**config.mk**
```make
export PLATFORM = sky130hd
export DESIGN_NAME = qsc_counters
export DESIGN_NICKNAME = d
export VERILOG_FILES = /design/src/logic/qsc_pkg.sv /design/src/logic/qsc_counters.sv
export VERILOG_INCLUDE_DIRS = /design/src /design/src/logic
export SDC_FILE = /design/constraint.sdc
export NUM_CORES = 1
export LEC_CHECK = 0
export BUFFER_PORTS_ARGS = -buffer_cell sky130_fd_sc_hd__buf_2
export CAP_MARGIN = 20
export CORE_MARGIN = 2
export CORE_UTILIZATION = 63
export CTS_CLUSTER_SIZE = 28
export DETAILED_ROUTE_END_ITERATION = 10
export MAX_ROUTING_LAYER = met4
export PLACE_DENSITY = 0.79
export SYNTH_ARGS = -nofsm -noshare
export SYNTH_HDL_FRONTEND = slang
export SYNTH_SLANG_ARGS = --single-unit
```
**constraint.sdc**
```tcl
create_clock -name pclk -period 6 [get_ports pclk]
set_clock_uncertainty 0.1 [all_clocks]
set_input_delay 1.2 -clock pclk [delete_from_list [all_inputs] [get_ports pclk]]
set_output_delay 1.2 -clock pclk [all_outputs]
set_load 0.05 [all_outputs]
```
**src/logic/qsc_regs.svh**
```systemverilog
/*
 * qsc_regs.svh: register offsets, field positions, reset values and
 * widths of the quadrature status and counter block.
 * Assumes a 32-bit apb slave with 12-bit byte addresses, one word per register.
 */
`ifndef QSC_REGS_SVH
`define QSC_REGS_SVH

`define QSC_ADDR_W          12
`define QSC_OFF_CONTROL     12'h000
`define QSC_OFF_IO_CONTROL  12'h004
`define QSC_OFF_EVENT_STAT  12'h008
`define QSC_OFF_POS_HIGH    12'h00C
`define QSC_OFF_POS_LOW     12'h010
`define QSC_OFF_POS_HOLD    12'h014
`define QSC_OFF_VELOCITY    12'h018
`define QSC_OFF_INDEX_HIGH  12'h01C
`define QSC_OFF_INDEX_LOW   12'h020
`define QSC_OFF_GE_COMPARE  12'h024
`define QSC_OFF_LE_COMPARE  12'h028
`define QSC_OFF_INIT_VALUE  12'h02C

`define QSC_CTL_ENABLE_BIT  15
`define QSC_CTL_POSITION_INIT_MODE_LSB   10
`define QSC_IO_SWAP_BIT     8
`define QSC_IO_POL_LSB      4
`define QSC_IO_HOME_BIT     3
`define QSC_IO_INDEX_BIT    2
`define QSC_IO_B_BIT        1
`define QSC_IO_A_BIT        0

`define QSC_EV_INDEX        0
`define QSC_EV_HOME         1
`define QSC_EV_VEL_OV       2
`define QSC_EV_HOMING       3
`define QSC_EV_POS_OV       4
`define QSC_EV_LE           5
`define QSC_EV_GE           6
`define QSC_EV_COUNT        7

`define QSC_MODE_NONE       3'h0
`define QSC_MODE_EVERY_IDX  3'h1
`define QSC_MODE_FIRST_IDX  3'h3
`define QSC_MODE_SECOND_IDX 3'h4

`define QSC_RST_WORD        32'h00000000
`define QSC_POS_MAX         32'hFFFFFFFF
`define QSC_VEL_MAX         16'hFFFF

`endif

```
**src/logic/qsc_pkg.sv**
```systemverilog
/*
 * qsc_pkg: types of the quadrature status and counter block.
 * Assumes qsc_regs.svh defines the event count.
 */
`include "qsc_regs.svh"

package qsc_pkg;

    typedef enum logic [1:0] {
        QSC_HOME_WAIT,
        QSC_IDX_FIRST,
        QSC_IDX_SECOND
    } qsc_home_e;

    typedef struct packed {
        logic                      a_m, a_s, b_m, b_s, i_m, i_s, h_m, h_s;
        logic                      a_p, b_p, i_p, h_p;
        logic                      dir_up;
        logic                      enable;
        logic [2:0]                position_init_mode;
        logic                      swap;
        logic [3:0]                pol;
        logic [`QSC_EV_COUNT-1:0]  flags;
        logic [`QSC_EV_COUNT-1:0]  irq_en;
        logic [31:0]               pos;
        logic [15:0]               hold;
        logic [15:0]               vel;
        logic [31:0]               idx;
        logic [31:0]               gec;
        logic [31:0]               lec;
        logic [31:0]               init;
        qsc_home_e                 home_st;
        logic                      pready;
        logic                      pslverr;
        logic [31:0]               prdata;
        logic                      irq;
    } qsc_state_s;

endpackage

```
**src/logic/qsc_counters.sv**
```systemverilog
/*
 * qsc_counters: status flags, event enables and position, velocity and
 * index counters of a quadrature encoder interface, behind an apb slave.
 * Assumes encoder pins are asynchronous and unfiltered; pclk at 20 MHz.
 */
`timescale 1ns/1ps
`default_nettype none
`include "qsc_regs.svh"

module qsc_counters (
    input  wire logic                    pclk,
    input  wire logic                    presetn,
    input  wire logic                    psel,
    input  wire logic                    penable,
    input  wire logic                    pwrite,
    input  wire logic [`QSC_ADDR_W-1:0]  paddr,
    input  wire logic [31:0]             pwdata,
    output logic      [31:0]             prdata,
    output logic                         pready,
    output logic                         pslverr,
    input  wire logic                    phase_a_pin,
    input  wire logic                    phase_b_pin,
    input  wire logic                    index_pin,
    input  wire logic                    home_pin,
    output logic                         irq_request
);

    qsc_pkg::qsc_state_s s_q;
    qsc_pkg::qsc_state_s s_d;

    logic                      a_pol, b_pol, a_c, b_c, idx_c, home_c;
    logic                      idx_ev, home_ev, step, up, run;
    logic                      access, setup_rd, wr_done, mapped;
    logic [31:0]               rd_val;
    logic [`QSC_EV_COUNT-1:0]  ev_set;
    logic                      home_mode, load_init;

    // packs flags and enables into the status word layout
    function automatic logic [15:0] status_word(input logic [`QSC_EV_COUNT-1:0] f,
                                                input logic [`QSC_EV_COUNT-1:0] e);
        logic [15:0] w;
        w = 16'h0000;
        for (int i = 0; i < `QSC_EV_COUNT; i++) begin
            w[2*i+1] = f[i];
            w[2*i]   = e[i];
        end
        return w;
    endfunction

    function automatic logic is_mapped(input logic [`QSC_ADDR_W-1:0] a);
        return (a == `QSC_OFF_CONTROL)    || (a == `QSC_OFF_IO_CONTROL) ||
               (a == `QSC_OFF_EVENT_STAT) || (a == `QSC_OFF_POS_HIGH)   ||
               (a == `QSC_OFF_POS_LOW)    || (a == `QSC_OFF_POS_HOLD)   ||
               (a == `QSC_OFF_VELOCITY)   || (a == `QSC_OFF_INDEX_HIGH) ||
               (a == `QSC_OFF_INDEX_LOW)  || (a == `QSC_OFF_GE_COMPARE) ||
               (a == `QSC_OFF_LE_COMPARE) || (a == `QSC_OFF_INIT_VALUE);
    endfunction

    always_comb begin
        s_d = s_q;

        // two-flop synchronisers; first stage read only by the second
        s_d.a_m = phase_a_pin;
        s_d.a_s = s_q.a_m;
        s_d.b_m = phase_b_pin;
        s_d.b_s = s_q.b_m;
        s_d.i_m = index_pin;
        s_d.i_s = s_q.i_m;
        s_d.h_m = home_pin;
        s_d.h_s = s_q.h_m;

        // pol[0] a, pol[1] b, pol[2] index, pol[3] home
        a_pol  = s_q.a_s ^ s_q.pol[0];
        b_pol  = s_q.b_s ^ s_q.pol[1];
        a_c    = s_q.swap ? b_pol : a_pol;
        b_c    = s_q.swap ? a_pol : b_pol;
        idx_c  = s_q.i_s ^ s_q.pol[2];
        home_c = s_q.h_s ^ s_q.pol[3];

        s_d.a_p = a_c;
        s_d.b_p = b_c;
        s_d.i_p = idx_c;
        s_d.h_p = home_c;

        idx_ev  = idx_c & ~s_q.i_p;
        home_ev = home_c & ~s_q.h_p;
        // a double transition is a lost step; it is dropped, not guessed
        step    = (a_c ^ s_q.a_p) ^ (b_c ^ s_q.b_p);
        up      = (s_q.a_p == b_c);
        run     = s_q.enable;

        ev_set = '0;
        ev_set[`QSC_EV_INDEX] = idx_ev;
        ev_set[`QSC_EV_HOME]  = home_ev;
        ev_set[`QSC_EV_GE]    = $signed(s_q.pos) >= $signed(s_q.gec);
        ev_set[`QSC_EV_LE]    = $signed(s_q.pos) <= $signed(s_q.lec);

        if (run && step) begin
            s_d.dir_up = up;
            s_d.pos    = up ? s_q.pos + 32'h00000001 : s_q.pos - 32'h00000001;
            s_d.vel    = up ? s_q.vel + 16'h0001 : s_q.vel - 16'h0001;
            ev_set[`QSC_EV_POS_OV] = up ? (s_q.pos == `QSC_POS_MAX)
                                        : (s_q.pos == `QSC_RST_WORD);
            ev_set[`QSC_EV_VEL_OV] = up ? (s_q.vel == `QSC_VEL_MAX)
                                        : (s_q.vel == 16'h0000);
        end

        if (run && idx_ev) begin
            s_d.idx = s_q.dir_up ? s_q.idx + 32'h00000001 : s_q.idx - 32'h00000001;
        end

        // homing: arm on home, load on first or second index after it
        home_mode = (s_q.position_init_mode == `QSC_MODE_FIRST_IDX) ||
                    (s_q.position_init_mode == `QSC_MODE_SECOND_IDX);
        load_init = 1'b0;
        if (!run || !home_mode) begin
            s_d.home_st = qsc_pkg::QSC_HOME_WAIT;
        end else begin
            case (s_q.home_st)
                qsc_pkg::QSC_HOME_WAIT: begin
                    if (home_ev) begin
                        s_d.home_st = qsc_pkg::QSC_IDX_FIRST;
                    end
                end
                qsc_pkg::QSC_IDX_FIRST: begin
                    if (idx_ev) begin
                        if (s_q.position_init_mode == `QSC_MODE_FIRST_IDX) begin
                            load_init   = 1'b1;
                            s_d.home_st = qsc_pkg::QSC_HOME_WAIT;
                        end else begin
                            s_d.home_st = qsc_pkg::QSC_IDX_SECOND;
                        end
                    end
                end
                qsc_pkg::QSC_IDX_SECOND: begin
                    if (idx_ev) begin
                        load_init   = 1'b1;
                        s_d.home_st = qsc_pkg::QSC_HOME_WAIT;
                    end
                end
                default: s_d.home_st = qsc_pkg::QSC_HOME_WAIT;
            endcase
        end
        if (load_init) begin
            s_d.pos = s_q.init;
            ev_set[`QSC_EV_HOMING] = 1'b1;
        end
        if (run && idx_ev && (s_q.position_init_mode == `QSC_MODE_EVERY_IDX)) begin
            s_d.pos = `QSC_RST_WORD;
        end

        // apb: one wait state so read data leaves a flop
        access   = psel & penable;
        mapped   = is_mapped(paddr);
        setup_rd = access & ~s_q.pready & ~pwrite;
        wr_done  = access & s_q.pready & pwrite & ~s_q.pslverr;

        case (paddr)
            `QSC_OFF_CONTROL:    rd_val = {16'h0000, s_q.enable, 2'b00, s_q.position_init_mode, 10'h000};
            `QSC_OFF_IO_CONTROL: rd_val = {23'h000000, s_q.swap, s_q.pol[3], s_q.pol[2],
                                           s_q.pol[1], s_q.pol[0], home_c, idx_c,
                                           b_c, a_c};
            `QSC_OFF_EVENT_STAT: rd_val = {16'h0000, status_word(s_q.flags, s_q.irq_en)};
            `QSC_OFF_POS_HIGH:   rd_val = {16'h0000, s_q.pos[31:16]};
            `QSC_OFF_POS_LOW:    rd_val = {16'h0000, s_q.pos[15:0]};
            `QSC_OFF_POS_HOLD:   rd_val = {16'h0000, s_q.hold};
            `QSC_OFF_VELOCITY:   rd_val = {16'h0000, s_q.vel};
            `QSC_OFF_INDEX_HIGH: rd_val = {16'h0000, s_q.idx[31:16]};
            `QSC_OFF_INDEX_LOW:  rd_val = {16'h0000, s_q.idx[15:0]};
            `QSC_OFF_GE_COMPARE: rd_val = s_q.gec;
            `QSC_OFF_LE_COMPARE: rd_val = s_q.lec;
            `QSC_OFF_INIT_VALUE: rd_val = s_q.init;
            default:             rd_val = `QSC_RST_WORD;
        endcase

        if (access && !s_q.pready) begin
            s_d.pready  = 1'b1;
            s_d.pslverr = ~mapped;
            // writes leave the last read data standing
            if (!pwrite) begin
                s_d.prdata = rd_val;
            end
        end else begin
            s_d.pready  = 1'b0;
            s_d.pslverr = 1'b0;
        end

        // hold captured with the same snapshot the low word is read from
        if (setup_rd && (paddr == `QSC_OFF_POS_LOW)) begin
            s_d.hold = s_q.pos[31:16];
        end

        // sticky flags: set wins over the clear of a zero written
        for (int i = 0; i < `QSC_EV_COUNT; i++) begin
            if (wr_done && (paddr == `QSC_OFF_EVENT_STAT) && !pwdata[2*i+1]) begin
                s_d.flags[i] = 1'b0;
            end
            if (ev_set[i]) begin
                s_d.flags[i] = 1'b1;
            end
        end

        // software writes override the counters in the same cycle
        if (wr_done) begin
            case (paddr)
                `QSC_OFF_CONTROL: begin
                    s_d.enable = pwdata[`QSC_CTL_ENABLE_BIT];
                    s_d.position_init_mode  = pwdata[`QSC_CTL_POSITION_INIT_MODE_LSB +: 3];
                end
                `QSC_OFF_IO_CONTROL: begin
                    s_d.swap = pwdata[`QSC_IO_SWAP_BIT];
                    s_d.pol  = pwdata[`QSC_IO_POL_LSB +: 4];
                end
                `QSC_OFF_EVENT_STAT: begin
                    for (int i = 0; i < `QSC_EV_COUNT; i++) begin
                        s_d.irq_en[i] = pwdata[2*i];
                    end
                end
                `QSC_OFF_POS_HIGH:   s_d.pos[31:16] = pwdata[15:0];
                `QSC_OFF_POS_LOW:    s_d.pos = {s_q.hold, pwdata[15:0]};
                `QSC_OFF_POS_HOLD:   s_d.hold = pwdata[15:0];
                `QSC_OFF_VELOCITY:   s_d.vel = pwdata[15:0];
                `QSC_OFF_INDEX_HIGH: s_d.idx[31:16] = pwdata[15:0];
                `QSC_OFF_INDEX_LOW:  s_d.idx[15:0] = pwdata[15:0];
                `QSC_OFF_GE_COMPARE: s_d.gec = pwdata;
                `QSC_OFF_LE_COMPARE: s_d.lec = pwdata;
                `QSC_OFF_INIT_VALUE: s_d.init = pwdata;
                default: s_d.init = s_q.init;
            endcase
        end

        // one cycle behind the flags so the output leaves a flop
        s_d.irq = |(s_q.flags & s_q.irq_en);
    end

    always_ff @(posedge pclk or negedge presetn) begin
        if (!presetn) begin
            s_q         <= '0;
            s_q.home_st <= qsc_pkg::QSC_HOME_WAIT;
        end else begin
            s_q <= s_d;
        end
    end

    assign prdata      = s_q.prdata;
    assign pready      = s_q.pready;
    assign pslverr     = s_q.pslverr;
    assign irq_request = s_q.irq;

endmodule // qsc_counters
`default_nettype wire

```
==> impl_results.md <==
- Result of the run: finished, final reports clean
- Vias in the first global route: 16700
- All-layer global routing usage: 0.451
- P_int: 3.13 mW
- CTS tree: yes
- Final clock period utilization by the worst path: 0.790
- Average vias per placed instance: 7.02
- Grt ovf: 0
- Leading cell types in the layout, fill and taps excluded: dfrtp_1, nand2_1, o21ai_0
- Flops & latches, synth: 265
- RSZ-0062 raised after global routing: no
- CP endpoint kind: register
- Pre-Repair DR Iteration Count: 6
- Die Area: 0.0307 mm2
- Number of H-tree branching levels: 1
- Most common cell after layout, fill and taps aside: dfrtp_1
- Deepest clock path buffer count: 3
- Hold buffers post-CTS: 0
- Part of the power in the clock network: 0.442
- Final wirelength: 67200 um
- Number of antenna violations at the first check in global routing: 1
- Global-route wire length before repair: 102000 um
- Buffer type at the clock tree root: clkbuf_16
- Sequential element share of the synthesized area: 0.359
- VDD IR-drop max: 0.240 mV
- Total of buffers placed on input and output ports: 87
- Worst relative slew slack: 0.246
- Data required time of the worst path: 6.35 ns
- Count of flip-flops with a built-in enable after synthesis: 0
- Setup TNS: 0 ns
- Endpoint arrival time on the critical path: 5.09 ns
- Switching Power: 1.25 mW
- P&R area growth vs syn: 8.66%
- Floorplan core area: 0.0288 mm2
- Per-instance average area after synthesis: 8.94 um2
- Y dimension of the die: 175 um
- Post-CTS setup buffers: 0
- Row cnt: 62
- WL/cell: 27.0 um
- Post-route antenna net violation count: 0
- Total clock sinks: 265
- Number of warnings reported in the yosys synthesis log: 0
- Multi-input gate area: 0.0108 mm2
- Number of distinct library cells after synthesis: 81
- RePlAce Congestion: 1.02
- Leakage power: 9.12 nW
- Final min period: 4.74 ns
- PD cells: 218 mW/mm2
- Synth Net Count: 2270
- Reg area: 0.00663 mm2
- Die width: 175 um
- Initial DRC count: 2411
- Later-pin clock latency in the skew report: 0.59 ns
- Part of the power in registers: 0.419
- Launching element type of the critical path: register
- Netlist area before placement: 0.0185 mm2
- Layout cell share with drive strength beyond 1: 0.116
- Async S/R FF share, synth: 1.00
- Number of pins exceeding their max-slew limit in the final report: 0
- Max-cap violations: 0
- CTS-repair resized insts: 0
- Path type of the worst min-delay path: register to register
- DRC: 0
- Register clock-pin slew on the reported worst setup and hold paths: 0.06 ns
- Part of the power in combinational logic: 0.140
- Half-perimeter wire length after detailed placement: 48600 um
- Nets@finish: 2282
- Final-report hold violation count: 0
- Primary flip-flop cell chosen by synthesis mapping: dfrtp_1
- Pin count of the biggest net entering global routing: 122
- Number of buffers added by the clock tree synthesis step: 31
- Maximum operating frequency: 211 MHz
- Number of top-level design ports: 88
- Filler instances: 2244
- Maximum fanout along the worst path: 23
- Finish-stage setup viols: 0
- Worst-Margin Slew: 1.13 ns
- Core occupancy in the finished layout: 0.697
- Switch share: 0.286
- Routed via count: 17400
- Syn Inst Count: 2065
- Effective utilization at floorplan: 0.642
- Critical path class: register to register
## power groups by stage
stage / Sequential (mW) / Combinational, mW / Clock (mW)
finish: 1.84 / 0.612 / 1.94
global route: 1.84 / 0.659 / 2.00
detailed placement: 1.87 / 0.594 / 0
global placement: 1.87 / 0.586 / 0
CTS: 1.83 / 0.598 / 1.94
floorplan: 1.86 / 0.420 / 0
## critical path, stage by stage, from the launching register on
cell and delay, ns:
dfrtp_1 0.40, xor2_1 0.27, nor2_1 0.07, a21oi_1 0.24, xnor2_1 0.09, buf_4 0.19, inv_1 0.62, buf_4 0.31
ha_1 0.31, a21o_1 0.22, a21o_1 0.19, a2111oi_0 0.48, o211ai_1 0.26, nand4_1 0.17, a31oi_1 0.13, or4_1 0.41
nand2_1 0.08, o21ai_1 0.07
## stage by stage
stage,std cells,hold WS [ns],area (um2),setup WS (ns),total power [mW]
2_1_floorplan,2065,0.231,18500,1.31,2.28
5_1_grt,2486,0.254,20100,0.735,4.50
3_3_place_gp,2426,0.231,19000,1.42,2.45
6_report,2487,0.248,20100,1.26,4.38
3_5_place_dp,2426,0.240,19000,1.29,2.46
4_1_cts,2483,0.254,20000,1.30,4.37
## final cells by class
| class | instances | area share |
|---|---|---|
| diodes | 2 | 0.000249 |
| clock buffers | 41 | 0.0440 |
| clock inverters | 16 | 0.00767 |
| inverters | 92 | 0.0172 |
| multi-input cells | 1564 | 0.538 |
| flip-flops and latches | 265 | 0.330 |
| well taps | 384 | 0.0239 |
| repair buffers | 123 | 0.0382 |
## layer usage
metal	vias up	share of wire	track usage
li1	7584	-	-
met1	8320	0.39	0.592
met2	1240	0.42	0.642
met3	305	0.13	0.117
met4	0	0.066	0.235
met5	-	0	-
## worst paths after layout
path | startpoint | endpoint | slack [ns] | depth (start not counted)
worst max-delay path | s_q[243] | s_q[225] | 1.26 | 17
worst min-delay path | s_d[257] | s_q[257] | 0.25 | 0
worst max register to register | s_q[243] | s_q[225] | 1.26 | 17
worst min register to register | s_d[257] | s_q[257] | 0.25 | 0
max in group asynchronous | presetn | s_q[72] | 4.04 | 2
min in group asynchronous | presetn | s_q[121] | 0.54 | 1
## cells by family (layout without fill, tap and decap cells)
group,count (synthesis),count (layout),share of synthesized area
compound gates,663,663,0.229
simple gates,576,576,0.148
flops,265,265,0.359
buf+inv,236,272,0.0570
fa+ha+maj,152,152,0.104
mux,97,97,0.0668
xor+xnor,76,76,0.0360
other cells,0,2,0
## flip-flops by register name (all words and copies together), names as in the netlist
name,cells
s_d,4
pslverr,1
irq_request,1
pready,1
s_q,225
run,1
prdata,32
## synthesized netlist by cell type (18+ instances only)
cell type / n / area (um2)
dfrtp_1: 265 / 6630
nand2_1: 232 / 871
o21ai_0: 180 / 901
ha_1: 149 / 1860
a21oi_1: 148 / 741
nor2_1: 129 / 484
inv_1: 92 / 345
clkbuf_1: 84 / 315
a21o_1: 61 / 458
a22oi_1: 46 / 345
xnor2_1: 43 / 377
nand4_1: 40 / 250
a31oi_1: 39 / 244
nand3_1: 37 / 185
buf_4: 36 / 270
xor2_1: 33 / 289
mux2i_1: 31 / 310
mux2_1: 30 / 338
o21ai_1: 28 / 140
nor3_1: 26 / 130
o211ai_1: 26 / 195
o31ai_1: 23 / 173
mux2_2: 20 / 225
buf_2: 19 / 95.1
nor4_1: 18 / 113
(Power assumes the default switching activity.)
